**src/lpmc_pkg.sv**
```systemverilog
// constants, types and register map of the low power mode controller
package lpmc_pkg;
    // ------------------------------------------------------------
    // timing
    // ------------------------------------------------------------
    localparam int unsigned CLK_MHZ      = 200;
    localparam int unsigned RST_HOLD_NS  = 100;
    localparam int unsigned RST_HOLD_CYC = (RST_HOLD_NS * CLK_MHZ + 999) / 1000;
    // ------------------------------------------------------------
    // sizes
    // ------------------------------------------------------------
    localparam int unsigned EXT_LINES = 16;
    localparam int unsigned BKP_REGS  = 10;
    localparam int unsigned BKP_W     = 16;
    localparam int unsigned WAKE_W    = 19;
    localparam int unsigned IRQ_W     = 4;
    localparam int unsigned CTRL_W    = 8;
    localparam int unsigned SYNC_W    = 23;
    // ------------------------------------------------------------
    // register offsets
    // ------------------------------------------------------------
    localparam logic [7:0] OFS_CTRL     = 8'h00;
    localparam logic [7:0] OFS_STATUS   = 8'h04;
    localparam logic [7:0] OFS_IRQ_STAT = 8'h08;
    localparam logic [7:0] OFS_IRQ_MASK = 8'h0C;
    localparam logic [7:0] OFS_WAKE_EN  = 8'h10;
    localparam logic [7:0] OFS_BKP_BASE = 8'h40;
    // ------------------------------------------------------------
    // bit positions
    // ------------------------------------------------------------
    localparam int unsigned SI_SUP  = 16;
    localparam int unsigned SI_STM  = 17;
    localparam int unsigned SI_RTC  = 18;
    localparam int unsigned SI_USB  = 19;
    localparam int unsigned SI_WKP  = 20;
    localparam int unsigned SI_RESET_PIN_N = 21;
    localparam int unsigned SI_INDEPENDENT_WATCHDOG = 22;
    localparam int unsigned IRQ_STM_FALL = 0;
    localparam int unsigned IRQ_STM_RISE = 1;
    localparam int unsigned IRQ_STOP_WK  = 2;
    localparam int unsigned IRQ_STBY_WK  = 3;
    // ------------------------------------------------------------
    // reset values
    // ------------------------------------------------------------
    localparam logic [CTRL_W-1:0] CTRL_RST = 8'h00;
    localparam logic [IRQ_W-1:0]  MASK_RST = 4'h0;
    localparam logic [IRQ_W-1:0]  STBY_KEEP = 4'h8;
    localparam logic [WAKE_W-1:0] WAKE_RST = 19'h0_0000;
    // ------------------------------------------------------------
    // types
    // ------------------------------------------------------------
    typedef enum logic [1:0] {LP_SLEEP, LP_STOP, LP_STANDBY, LP_RSVD} lpmc_lp_t;
    typedef enum logic [1:0] {CLK_IFO, CLK_EFO, CLK_PLL, CLK_RSVD} lpmc_clk_t;
    typedef enum logic [1:0] {ST_RUN, ST_SLEEP, ST_STOP, ST_STANDBY} lpmc_state_t;
    typedef struct packed {
        lpmc_clk_t  sysclk;
        logic       stop_lp;
        lpmc_lp_t   lp_mode;
        logic [1:0] stm_edge;
        logic       stm_en;
    } lpmc_ctrl_t;
    typedef struct packed {
        logic cpu_clk_en;
        logic core_clk_en;
        logic pll_en;
        logic ifo_en;
        logic efo_en;
        logic reg_en;
        logic reg_lp;
    } lpmc_pwr_t;
    localparam lpmc_pwr_t PWR_RUN = 7'h7E;
    localparam lpmc_pwr_t PWR_OFF = 7'h00;
endpackage

```
**src/lpmc_top.sv**
```systemverilog
// low power mode controller: supply reset, threshold monitor, sleep/stop/standby
//
// The register addresses and the APB slave port were left to the implementer.
`timescale 1ns/1ps
// Functional notes
// - hold whole chip in reset while supply reset detector reports low supply
// - threshold monitor interrupts on falling, rising or both crossings
// - threshold monitor stays inactive until software enables it
// - regulator modes: main in run, main or low power in stop, off in standby
// - regulator enabled after any reset, disabled only in standby
// - sleep gates only cpu clock, any interrupt or event resumes it
// - stop gates core clocks, pll and both fast oscillators, keeps state
// - stop regulator mode normal or low power, chosen before entry
// - stop exits on any enabled event line: 16 pins, monitor, alarm, usb
// - standby turns off regulator, pll and fast oscillators
// - standby exits on reset pin, watchdog reset, wakeup rise, alarm
// - low speed clocks for rtc and watchdog keep running in all modes
// - ten 16-bit backup registers, fed from battery when supply absent
// - wake from stop or standby runs on internal fast oscillator
// - wake from sleep keeps the clock source selected before sleep
module lpmc_top
    import lpmc_pkg::*;
#(
    parameter logic [7:0] RST_HOLD = 8'(RST_HOLD_CYC)
)(
    input  wire logic                 clock_i,                    // system clock
    input  wire logic                 sys_rst_i,                  // async reset
    input  wire logic                 psel_i,                     // apb select
    input  wire logic                 penable_i,                  // apb enable
    input  wire logic                 pwrite_i,                   // apb write
    input  wire logic [7:0]           paddr_i,                    // apb address
    input  wire logic [31:0]          pwdata_i,                   // apb write data
    output logic [31:0]               prdata_o,                   // apb read data
    output logic                      pready_o,                   // apb ready
    output logic                      pslverr_o,                  // apb error
    input  wire logic                 supply_reset_detector_i,    // high: supply low
    input  wire logic                 supply_threshold_monitor_i, // high: below
    input  wire logic [EXT_LINES-1:0] external_event_lines_i,     // event pins
    input  wire logic                 rtc_alarm_i,                // rtc alarm
    input  wire logic                 usb_wakeup_i,               // usb wakeup
    input  wire logic                 wakeup_pin_i,               // wakeup pin
    input  wire logic                 reset_pin_n_i,              // reset pin
    input  wire logic                 independent_watchdog_i,     // wdg reset
    input  wire logic                 core_idle_req_i,            // core idle
    input  wire logic                 core_irq_pending_i,         // core irq/event
    output logic                      chip_rst_o,                 // chip reset
    output logic                      core_rst_o,                 // core reset
    output logic                      cpu_clk_en_o,               // cpu clock
    output logic                      core_clk_en_o,              // core clocks
    output logic                      pll_en_o,                   // pll enable
    output logic                      ifo_en_o,                   // int osc
    output logic                      efo_en_o,                   // ext osc
    output logic                      regulator_en_o,             // regulator on
    output logic                      regulator_lp_o,             // low power reg
    output logic [1:0]                sysclk_sel_o,               // clock source
    output logic                      battery_sel_o,              // backup on batt
    output logic                      lowspeed_run_o,             // rtc/wdg clocks
    output logic                      irq_o                       // interrupt
);
    // ------------------------------------------------------------
    // input synchronisers
    // ------------------------------------------------------------
    logic [SYNC_W-1:0] sync_in_w;
    logic [SYNC_W-1:0] s1_q;
    logic [SYNC_W-1:0] s2_q;
    logic [SYNC_W-1:0] prev_q;
    logic [SYNC_W-1:0] rise_w;
    logic [SYNC_W-1:0] fall_w;

    // reset pin inverted before sync so every flop resets to zero
    assign sync_in_w = {independent_watchdog_i, ~reset_pin_n_i, wakeup_pin_i,
                        usb_wakeup_i, rtc_alarm_i, supply_threshold_monitor_i,
                        supply_reset_detector_i, external_event_lines_i};

    always_ff @(posedge clock_i or posedge sys_rst_i) begin
        if (sys_rst_i) begin
            s1_q   <= '0;
            s2_q   <= '0;
            prev_q <= '0;
        end else begin
            s1_q   <= sync_in_w;
            s2_q   <= s1_q;
            prev_q <= s2_q;
        end
    end

    assign rise_w = s2_q & ~prev_q;
    assign fall_w = ~s2_q & prev_q;

    // ------------------------------------------------------------
    // state and events
    // ------------------------------------------------------------
    lpmc_ctrl_t        ctrl_q;
    lpmc_ctrl_t        ctrl_d;
    lpmc_state_t       state_q;
    lpmc_state_t       state_d;
    lpmc_state_t       state_n_w;
    logic [IRQ_W-1:0]  irq_stat_q;
    logic [IRQ_W-1:0]  irq_stat_d;
    logic [IRQ_W-1:0]  mask_q;
    logic [WAKE_W-1:0] wake_en_q;
    logic [WAKE_W-1:0] line_ev_w;
    logic [7:0]        rst_cnt_q;
    logic [7:0]        rst_cnt_d;
    logic              chip_rst_q;
    logic              core_rst_q;
    logic              core_clr_w;
    logic              supply_low_w;
    logic              stm_fall_w;
    logic              stm_rise_w;
    logic              wake_ev_w;
    logic              stby_wake_w;
    logic              stop_exit_w;
    logic              stby_exit_w;
    logic              core_rst_req_w;

    assign supply_low_w = s2_q[SI_SUP];
    assign core_clr_w   = core_rst_q | chip_rst_q;
    // monitor high means supply below threshold: its rise is a falling supply
    assign stm_fall_w = ctrl_q.stm_en & ctrl_q.stm_edge[0] & rise_w[SI_STM];
    assign stm_rise_w = ctrl_q.stm_en & ctrl_q.stm_edge[1] & fall_w[SI_STM];
    assign line_ev_w  = {rise_w[SI_USB], rise_w[SI_RTC], stm_fall_w | stm_rise_w,
                         rise_w[EXT_LINES-1:0]};
    assign wake_ev_w  = |(line_ev_w & wake_en_q);
    assign stby_wake_w = s2_q[SI_RESET_PIN_N] | s2_q[SI_INDEPENDENT_WATCHDOG]
                       | rise_w[SI_WKP] | rise_w[SI_RTC];
    assign stop_exit_w = (state_q == ST_STOP) & wake_ev_w;
    assign stby_exit_w = (state_q == ST_STANDBY) & stby_wake_w;
    assign core_rst_req_w = s2_q[SI_RESET_PIN_N] | s2_q[SI_INDEPENDENT_WATCHDOG] | stby_exit_w;
    assign state_n_w = chip_rst_q ? ST_RUN : state_d;

    // ------------------------------------------------------------
    // mode sequencer
    // ------------------------------------------------------------
    always_comb begin
        state_d = state_q;
        unique case (state_q)
            ST_RUN: begin
                if (core_idle_req_i && !core_clr_w) begin
                    unique case (ctrl_q.lp_mode)
                        LP_STOP:    state_d = ST_STOP;
                        LP_STANDBY: state_d = ST_STANDBY;
                        default:    state_d = ST_SLEEP;
                    endcase
                end
            end
            ST_SLEEP: begin
                if (core_irq_pending_i || wake_ev_w) begin
                    state_d = ST_RUN;
                end
            end
            ST_STOP: begin
                if (wake_ev_w) begin
                    state_d = ST_RUN;
                end
            end
            ST_STANDBY: begin
                if (stby_wake_w) begin
                    state_d = ST_RUN;
                end
            end
        endcase
    end

    // power and clock enables per mode
    function automatic lpmc_pwr_t pwr_of(input lpmc_state_t st, input logic lp);
        lpmc_pwr_t p;
        p = PWR_RUN;
        unique case (st)
            ST_RUN:     p = PWR_RUN;
            ST_SLEEP:   p.cpu_clk_en = 1'b0;
            ST_STOP: begin
                p = PWR_OFF;
                p.reg_en = 1'b1;
                p.reg_lp = lp;
            end
            ST_STANDBY: p = PWR_OFF;
        endcase
        return p;
    endfunction

    // ------------------------------------------------------------
    // apb slave
    // ------------------------------------------------------------
    logic [BKP_W-1:0] bkp_q [BKP_REGS];
    logic [31:0]      rdata_w;
    logic [3:0]       bkp_idx_w;
    logic             acc_w;
    logic             wr_w;
    logic             hit_ctrl_w;
    logic             hit_stat_w;
    logic             hit_irq_w;
    logic             hit_mask_w;
    logic             hit_wake_w;
    logic             hit_bkp_w;
    logic             mapped_w;
    logic             pready_d;

    // one wait state: data and ready both leave flops
    assign pready_d   = psel_i & penable_i & ~pready_o;
    assign acc_w      = psel_i & penable_i & pready_o;
    assign wr_w       = acc_w & pwrite_i;
    assign bkp_idx_w  = paddr_i[5:2];
    assign hit_ctrl_w = (paddr_i == OFS_CTRL);
    assign hit_stat_w = (paddr_i == OFS_STATUS);
    assign hit_irq_w  = (paddr_i == OFS_IRQ_STAT);
    assign hit_mask_w = (paddr_i == OFS_IRQ_MASK);
    assign hit_wake_w = (paddr_i == OFS_WAKE_EN);
    assign hit_bkp_w  = (paddr_i[7:6] == OFS_BKP_BASE[7:6]) && (paddr_i[1:0] == 2'h0)
                      && (32'(bkp_idx_w) < BKP_REGS);
    assign mapped_w   = hit_ctrl_w | hit_stat_w | hit_irq_w | hit_mask_w
                      | hit_wake_w | hit_bkp_w;
    assign rdata_w = hit_ctrl_w ? 32'(ctrl_q)
                   : hit_stat_w ? 32'({state_q, s2_q[SI_STM], supply_low_w})
                   : hit_irq_w  ? 32'(irq_stat_q)
                   : hit_mask_w ? 32'(mask_q)
                   : hit_wake_w ? 32'(wake_en_q)
                   : hit_bkp_w  ? 32'(bkp_q[bkp_idx_w])
                   : 32'h0000_0000;

    always_ff @(posedge clock_i or posedge sys_rst_i) begin
        if (sys_rst_i) begin
            pready_o  <= 1'b0;
            pslverr_o <= 1'b0;
            prdata_o  <= 32'h0000_0000;
        end else begin
            pready_o  <= pready_d;
            pslverr_o <= pready_d & ~mapped_w;
            prdata_o  <= pready_d ? rdata_w : 32'h0000_0000;
        end
    end

    // ------------------------------------------------------------
    // core domain registers
    // ------------------------------------------------------------
    always_comb begin
        ctrl_d = ctrl_q;
        if (wr_w && hit_ctrl_w) begin
            ctrl_d = lpmc_ctrl_t'(pwdata_i[CTRL_W-1:0]);
        end
        if (stop_exit_w) begin
            ctrl_d.sysclk = CLK_IFO;
        end
    end

    // set wins over a clear written in the same cycle
    assign irq_stat_d = (irq_stat_q & ~((wr_w && hit_irq_w) ? pwdata_i[IRQ_W-1:0] : 4'h0))
                      | {stby_exit_w, stop_exit_w, stm_rise_w, stm_fall_w};

    // cleared by core reset; the standby wake flag lives in standby circuitry
    always_ff @(posedge clock_i or posedge sys_rst_i) begin
        if (sys_rst_i) begin
            ctrl_q     <= CTRL_RST;
            mask_q     <= MASK_RST;
            wake_en_q  <= WAKE_RST;
            irq_stat_q <= 4'h0;
        end else if (core_clr_w) begin
            ctrl_q     <= CTRL_RST;
            mask_q     <= MASK_RST;
            wake_en_q  <= WAKE_RST;
            irq_stat_q <= irq_stat_d & STBY_KEEP;
        end else begin
            ctrl_q     <= ctrl_d;
            mask_q     <= (wr_w && hit_mask_w) ? pwdata_i[IRQ_W-1:0] : mask_q;
            wake_en_q  <= (wr_w && hit_wake_w) ? pwdata_i[WAKE_W-1:0] : wake_en_q;
            irq_stat_q <= irq_stat_d;
        end
    end

    // backup registers: reset only at power-on, survive core reset and standby
    always_ff @(posedge clock_i or posedge sys_rst_i) begin
        if (sys_rst_i) begin
            for (int i = 0; i < BKP_REGS; i++) begin
                bkp_q[i] <= 16'h0000;
            end
        end else if (wr_w && hit_bkp_w && !chip_rst_q) begin
            bkp_q[bkp_idx_w] <= pwdata_i[BKP_W-1:0];
        end
    end

    // ------------------------------------------------------------
    // resets and outputs
    // ------------------------------------------------------------
    assign rst_cnt_d = core_rst_req_w ? RST_HOLD
                     : (rst_cnt_q != 8'h00) ? rst_cnt_q - 8'h01 : 8'h00;

    always_ff @(posedge clock_i or posedge sys_rst_i) begin
        if (sys_rst_i) begin
            state_q        <= ST_RUN;
            rst_cnt_q      <= 8'h00;
            chip_rst_q     <= 1'b1;
            core_rst_q     <= 1'b0;
            {cpu_clk_en_o, core_clk_en_o, pll_en_o, ifo_en_o,
             efo_en_o, regulator_en_o, regulator_lp_o} <= PWR_RUN;
            sysclk_sel_o   <= CLK_IFO;
            battery_sel_o  <= 1'b0;
            lowspeed_run_o <= 1'b1;
            irq_o          <= 1'b0;
        end else begin
            state_q        <= state_n_w;
            rst_cnt_q      <= rst_cnt_d;
            chip_rst_q     <= supply_low_w;
            core_rst_q     <= (rst_cnt_d != 8'h00);
            {cpu_clk_en_o, core_clk_en_o, pll_en_o, ifo_en_o,
             efo_en_o, regulator_en_o, regulator_lp_o} <= pwr_of(state_n_w, ctrl_q.stop_lp);
            sysclk_sel_o   <= core_clr_w ? CLK_IFO : ctrl_d.sysclk;
            battery_sel_o  <= supply_low_w;
            lowspeed_run_o <= 1'b1;
            irq_o          <= |(irq_stat_q & mask_q);
        end
    end

    assign chip_rst_o = chip_rst_q;
    assign core_rst_o = core_rst_q;
endmodule

```
**config.mk**
```make
export PLATFORM = sky130hd
export DESIGN_NAME = lpmc_top
export DESIGN_NICKNAME = d
export VERILOG_FILES = /design/src/lpmc_pkg.sv /design/src/lpmc_top.sv
export SDC_FILE = /design/constraint.sdc
export NUM_CORES = 1
export LEC_CHECK = 0
export ABC_CLOCK_PERIOD_IN_PS = 24100
export BUFFER_PORTS_ARGS = -buffer_cell sky130_fd_sc_hd__buf_2
export CORE_AREA = 2 2 200 124
export CTS_CLUSTER_SIZE = 20
export DETAILED_ROUTE_END_ITERATION = 10
export DIE_AREA = 0 0 202 126
export GPL_TIMING_DRIVEN = 0
export PLACE_DENSITY = 0.82
export SLEW_MARGIN = 20
export SYNTH_ARGS = -nofsm -noshare
export SYNTH_HDL_FRONTEND = slang
export SYNTH_SLANG_ARGS = --single-unit
export TNS_END_PERCENT = 20
```
**constraint.sdc**
```tcl
create_clock -name clock_i -period 24.1 [get_ports clock_i]
set_clock_uncertainty 0.05 [all_clocks]
set_input_delay 7.23 -clock clock_i [delete_from_list [all_inputs] [get_ports clock_i]]
set_output_delay 7.23 -clock clock_i [all_outputs]
set_load 0.05 [all_outputs]
```
## Word-level counts from Yosys, hierarchy flattened

Index checks and enable logic that the tools add are counted.

| word-level totals | value |
|---|---|
| output and inout bits | 48 |
| bits in registers | 306 |
| logic and storage cells | 149 |

| cells by class | value |
|---|---|
| magnitude comparators | 3 |
| bitwise logic cells | 35 |
| $add $sub $neg | 1 |
| reduce and logical (&&, ||, !) cells | 25 |
| equal/unequal tests | 13 |
| mux-type cells | 34 |

Operators by type and width:

| kind | number |
|---|---|
| $bwmux W160 | 1 |
| $mux W19 | 8 |
| $bmux W16 S4 | 1 |
| $demux W16 S4 | 1 |
| $mux W16 | 4 |
| $mux W8 | 4 |
| $and A21 B21 Y21 | 1 |
| $not A21 Y21 | 1 |
| $and A19 B19 Y19 | 1 |
| $reduce_or A19 Y1 | 1 |
| $and A18 B18 Y18 | 1 |
| $not A18 Y18 | 1 |
| $eq A8 B4 Y1 const B | 2 |
| $reduce_bool A8 Y1 | 2 |
| $mux W2 | 7 |
| $mux W4 | 3 |
| $pmux W6 S2 | 1 |
| $and A1 B1 Y1 | 11 |
| $or A1 B1 Y1 | 11 |
| $eq A2 B2 Y1 const B | 5 |
| $logic_and A1 B1 Y1 | 10 |
| $and A4 B4 Y4 | 2 |
| $eq A2 B1 Y1 const B | 4 |
| $eq A8 B3 Y1 const B | 1 |
| other kinds (20) | 27 |

## Depth between registers and ports, before layout

| logic depth | value |
|---|---|
| depth in word-level cells | 13 |
| depth in mapped cells | 8 |
| gate-level depth less buffers | 7 |

## Worst setup path after synthesis

No wires, ideal clock.

| timing | value |
|---|---|
| kind | input to register |
| start point | input paddr_i[1] |
| end point | register bkp_q[100] (netlist name) |
| required time | 23.925 ns |
| data arrival time | 8.904 ns |
| slack | 15.021 ns |
| cell stages on the path | 8 |
| path through | nor3_2 -> nand2_1 -> or3_1 -> buf_2 -> or3_1 -> buf_6 -> buf_6 -> mux2_4 |

| between the ends | value |
|---|---|
| word-level cells in the longest chain between the ends | 5 |

RTL lines:

| element | RTL line | text |
|---|---|---|
| from (decl) | lpmc_top.sv:31 | `input wire logic [7:0] paddr_i,` |
| $logic_not A2 Y1 | lpmc_top.sv:209 | `assign hit_bkp_w = (paddr_i[7:6] == OFS_BKP_BASE[7:6]) && (paddr_i[1:0] == 2'h0)` |
| $logic_and A1 B1 Y1 | lpmc_top.sv:209 |  |
| $logic_and A1 B1 Y1 | lpmc_top.sv:210 | `&& (32'(bkp_idx_w) < BKP_REGS);` |
| $logic_and A1 B1 Y1 (2 in series) | lpmc_top.sv:276 | `end else if (wr_w && hit_bkp_w && !chip_rst_q) begin` |
| to (signal, indexed assignment) | lpmc_top.sv:277 | `bkp_q[bkp_idx_w] <= pwdata_i[BKP_W-1:0];` |
| to (decl) | lpmc_top.sv:185 | `logic [BKP_W-1:0] bkp_q [BKP_REGS];` |

No other way between the ends.
A chain may end at the register's enable or synchronous reset.

## Final worst setup path

| timing | value |
|---|---|
| start point | input psel_i |
| end point | register bkp_q[114] (netlist name) |

| between the ends | value |
|---|---|
| word-level cells in the longest chain between the ends | 5 |

RTL lines:

| element | RTL line | text |
|---|---|---|
| from (decl) | lpmc_top.sv:28 | `input wire logic psel_i,` |
| $and A1 B1 Y1 (2 in series) | lpmc_top.sv:201 | `assign acc_w = psel_i & penable_i & pready_o;` |
| $and A1 B1 Y1 | lpmc_top.sv:202 | `assign wr_w = acc_w & pwrite_i;` |
| $logic_and A1 B1 Y1 (2 in series) | lpmc_top.sv:276 |  |

No other way between the ends.

==> summary.md <==
| Metric | Value |
|---|---|
| Status | `complete, no violations` |
| Initial antenna violation count | `1` |
| Final Max Slew Viols | `0` |
| RSZ-0062 raised after global routing | `no` |
| Most common cell on crit path | `buf_2` |
| Synthesized area per cell | `13.9 um2` |
| Crit path kind | `primary input to register` |
| Synth cell types | `56` |
| Clock sinks | `300` |
| Period utilization | `39.0%` |
| Startpoint type of the worst setup path | `primary input` |
| Die area | `0.0255 mm2` |
| EDFF count, synth | `0` |
| Global route total overflow | `0` |
| Total of max-cap violations | `0` |
| Power Internal | `788 uW` |
| Port-buffer cells | `89` |
| Clock power share | `44.8%` |
| Drt pass-1 iters | `5` |
| Simple-gate share of the synthesized area | `7.76%` |
| Layout cells sized above 1 | `37.5%` |
| Syn Inst Count | `917` |
| Largest fanout on the critical path | `10` |
| WP data arrival | `9.79 ns` |
| Switch share | `22.8%` |
| Comb power frac | `4.9%` |
| Worst-path clk slew | `0.06 ns` |
| Synth Area in Compound Gates | `5.14%` |
| DRT Wirelength | `30.3 mm` |
| Setup TNS | `0 ns` |
| Critical Path Sink Type | `register` |
| Yosys warning total | `0` |
| 1st-iter DRT viols | `928` |
| First-pass GRT wire length | `47.8 mm` |
| Worst skew pair latency | `0.56 ns` |
| WHS | `0.297 ns` |
| Via count | `8058` |
| CTS tree | `done` |
| Cell Area, Synth | `0.0128 mm2` |
| Via/cell ratio | `5.78` |
| Layout area overhead | `14.9%` |
| Largest cells by area after synthesis | `dfrtp_1 58%, mux2_2 13%, mux4_2 5.8%` |
| Mux cell area share after synthesis | `23.6%` |
| Seq pwr share | `50.3%` |
| Post_cts resized | `0` |
| Die height | `126 um` |
| Crit path cell chain | `buf_2 -> nand4_1 -> or3_1 -> buf_2 -> nor3_2 -> buf_4 -> mux2_2` |
| Gp weighted congestion | `0.899` |
| Primary FF master, synth | `dfrtp_1` |
| WL/cell | `21.7 um` |
| Tightest Pin Transition | `0.883 ns` |
| Worst hold-check path type | `register to register` |
| DP HPWL | `20.7 mm` |
| CP peak stage delay | `0.70 ns` |
| Xor and xnor area share after synthesis | `0.412%` |
| Final hold violations | `0` |
| Maximum VDD drop | `0.0478 mV` |
| DRC | `0` |
| GRT Util Overall | `24.5%` |
| Largest net degree at the start of global routing | `113` |
| Fillers | `1726` |
| Final min period | `9.40 ns` |
| # setup viols final | `0` |
| Final core utilization | `62.1%` |
| TritonCTS Buffers | `27` |
| # rows | `44` |
| Vias in the first global route | `8181` |
| Final nets | `1122` |
| Core ar. | `0.0236 mm2` |
| Clk buf depth | `3` |
| H-tree depth | `1` |
| Power per cell area | `69.7 mW/mm2` |
| Max Clk Rate | `0.106 GHz` |
| Share of the synthesized area in the top cell type | `58.0%` |
| Routed Antenna Nets | `0` |
| Cell taking the most area after synthesis | `dfrtp_1` |
| Chip width | `202 um` |
| Synth Area in Adders | `0.294%` |
| Net load switching power | `233 uW` |
| Worst Path Required | `24.49 ns` |
| Root buffer cell | `clkbuf_16` |
| Slew headroom | `41.1%` |
| Ports | `118` |
| P_leak | `0.00710 uW` |
| Setup bufs post-CTS | `0` |
| Sequential cell area fraction in the yosys report | `58.8%` |
| Largest family of logic cells by synthesized area | `multiplexers` |
| Post-DP Area | `0.0137 mm2` |
| CP max stage cell | `nor3_2` |
| Design area | `0.0147 mm2` |
| Cts-stage hold buffer count | `0` |
| Yosys reg bits | `300` |
| Async set or reset register ratio after synthesis | `100%` |
| Initial Util | `54.1%` |
| Most numerous cell in the Yosys netlist | `dfrtp_1` |
| Top cells by count, synth | `296 x dfrtp_1, 146 x mux2_2, 62 x nand2_1` |
-- power groups by stage --
stage	combinational (uW)	sequential, uW	clock (uW)
2_1_floorplan	31.3	524	0
3_3_place_gp	48.1	524	0
3_5_place_dp	50.0	523	0
4_1_cts	50.6	514	465
5_1_grt	55.3	514	486
6_report	50.3	514	457
-- metal layers --
layer  part of all wire, %  wire, um  global-route usage (%)  vias up
met5                     0         0                       0        -
met4                   1.3       400                    4.11        0
met3                   8.3      2510                    7.30       35
met2                    43     13100                    34.5      287
met1                    47     14300                    38.0     4215
li1                      -         -                       -     3521
-- cells by family (layout without fill, tap and decap cells) --
kind of cell | count (synthesis) | count (layout)
DFF | 300 | 300
and+or+nand+nor | 194 | 194
other | 2 | 15
AOI/OAI and AO/OA | 92 | 92
adders and majority gates | 3 | 3
xor gates and xnor gates | 6 | 6
muxes | 227 | 227
buffers and inverters | 93 | 234
-- cell type report --
class / instances / area (um2) / area share (%)
clock inverter: 13 / 188 / 1.28
clock buffer: 37 / 753 / 5.14
buffer: 83 / 454 / 3.10
inverter: 10 / 45.0 / 0.307
tap: 322 / 403 / 2.75
timing repair buffer: 91 / 500 / 3.41
antenna: 1 / 2.50 / 0.0171
multi-input combinational: 536 / 4810 / 32.8
sequential: 300 / 7510 / 51.2
-- critical path: cells and delay by family --
kind                   cells  cell delay, ns
and+or+nand+nor            3            1.57
buffers and inverters      3            0.62
muxes                      1            0.36
-- layout by cell type (no fill, tap or decap), types with 4 or more instances in the layout --
| cell type | count |
|---|---|
| dfrtp_1 | 296 |
| mux2_2 | 146 |
| buf_2 | 104 |
| nand2_1 | 62 |
| clkbuf_1 | 44 |
| nor2_1 | 43 |
| mux4_2 | 33 |
| mux2_4 | 30 |
| clkbuf_16 | 27 |
| a21oi_1 | 25 |
| buf_4 | 23 |
| nand3b_1 | 18 |
| mux2i_1 | 18 |
| conb_1 | 14 |
| a22o_1 | 13 |
| a222oi_1 | 11 |
| a22oi_1 | 11 |
| nor3_1 | 10 |
| nand3_1 | 10 |
| inv_1 | 9 |
| nand2b_1 | 8 |
| nand4_1 | 6 |
| o21ai_0 | 6 |
| or3_1 | 5 |
| buf_6 | 5 |
| o22ai_1 | 5 |
| and3_1 | 5 |
| clkinv_2 | 5 |
| or2_2 | 4 |
| nor3b_1 | 4 |
| a211oi_1 | 4 |
| o211ai_1 | 4 |
| xor2_1 | 4 |
| dfstp_2 | 4 |
| clkbuf_8 | 4 |
| bufinv_16 | 4 |
-- worst paths after layout --
path | endpoint | cells past startpoint | slack, ns | start
setup / recovery | bkp_q[114] | 7 | 14.70 | psel_i
min in group asynchronous | bkp_q[84] | 2 | 6.67 | sys_rst_i
hold reg to reg | s2_q[16] | 0 | 0.30 | s1_q[16]
hold / removal | s2_q[16] | 0 | 0.30 | s1_q[16]
setup reg to reg | bkp_q[114] | 6 | 21.11 | pready_o
max in group asynchronous | s2_q[11] | 3 | 16.33 | sys_rst_i
-- stage by stage --
stage | power (uW) | instances | setup slack, ns
2_1_floorplan | 555 | 929 | 8.54
3_3_place_gp | 572 | 1340 | 5.59
3_5_place_dp | 573 | 1342 | 14.25
4_1_cts | 1030 | 1392 | 14.80
5_1_grt | 1060 | 1393 | 14.62
6_report | 1020 | 1393 | 14.70
-- flip-flops by register name, indices dropped and copies added, names as in the netlist, 2 cells and up --
register    cells
s1_q           23
irq_stat_q      4
prev_q         21
s2_q           23
mask_q          4
rst_cnt_q       8
wake_en_q      19
ctrl_q          8
prdata_o       19
state_q         2
bkp_q         160
Power figures use the tool's default switching activity.
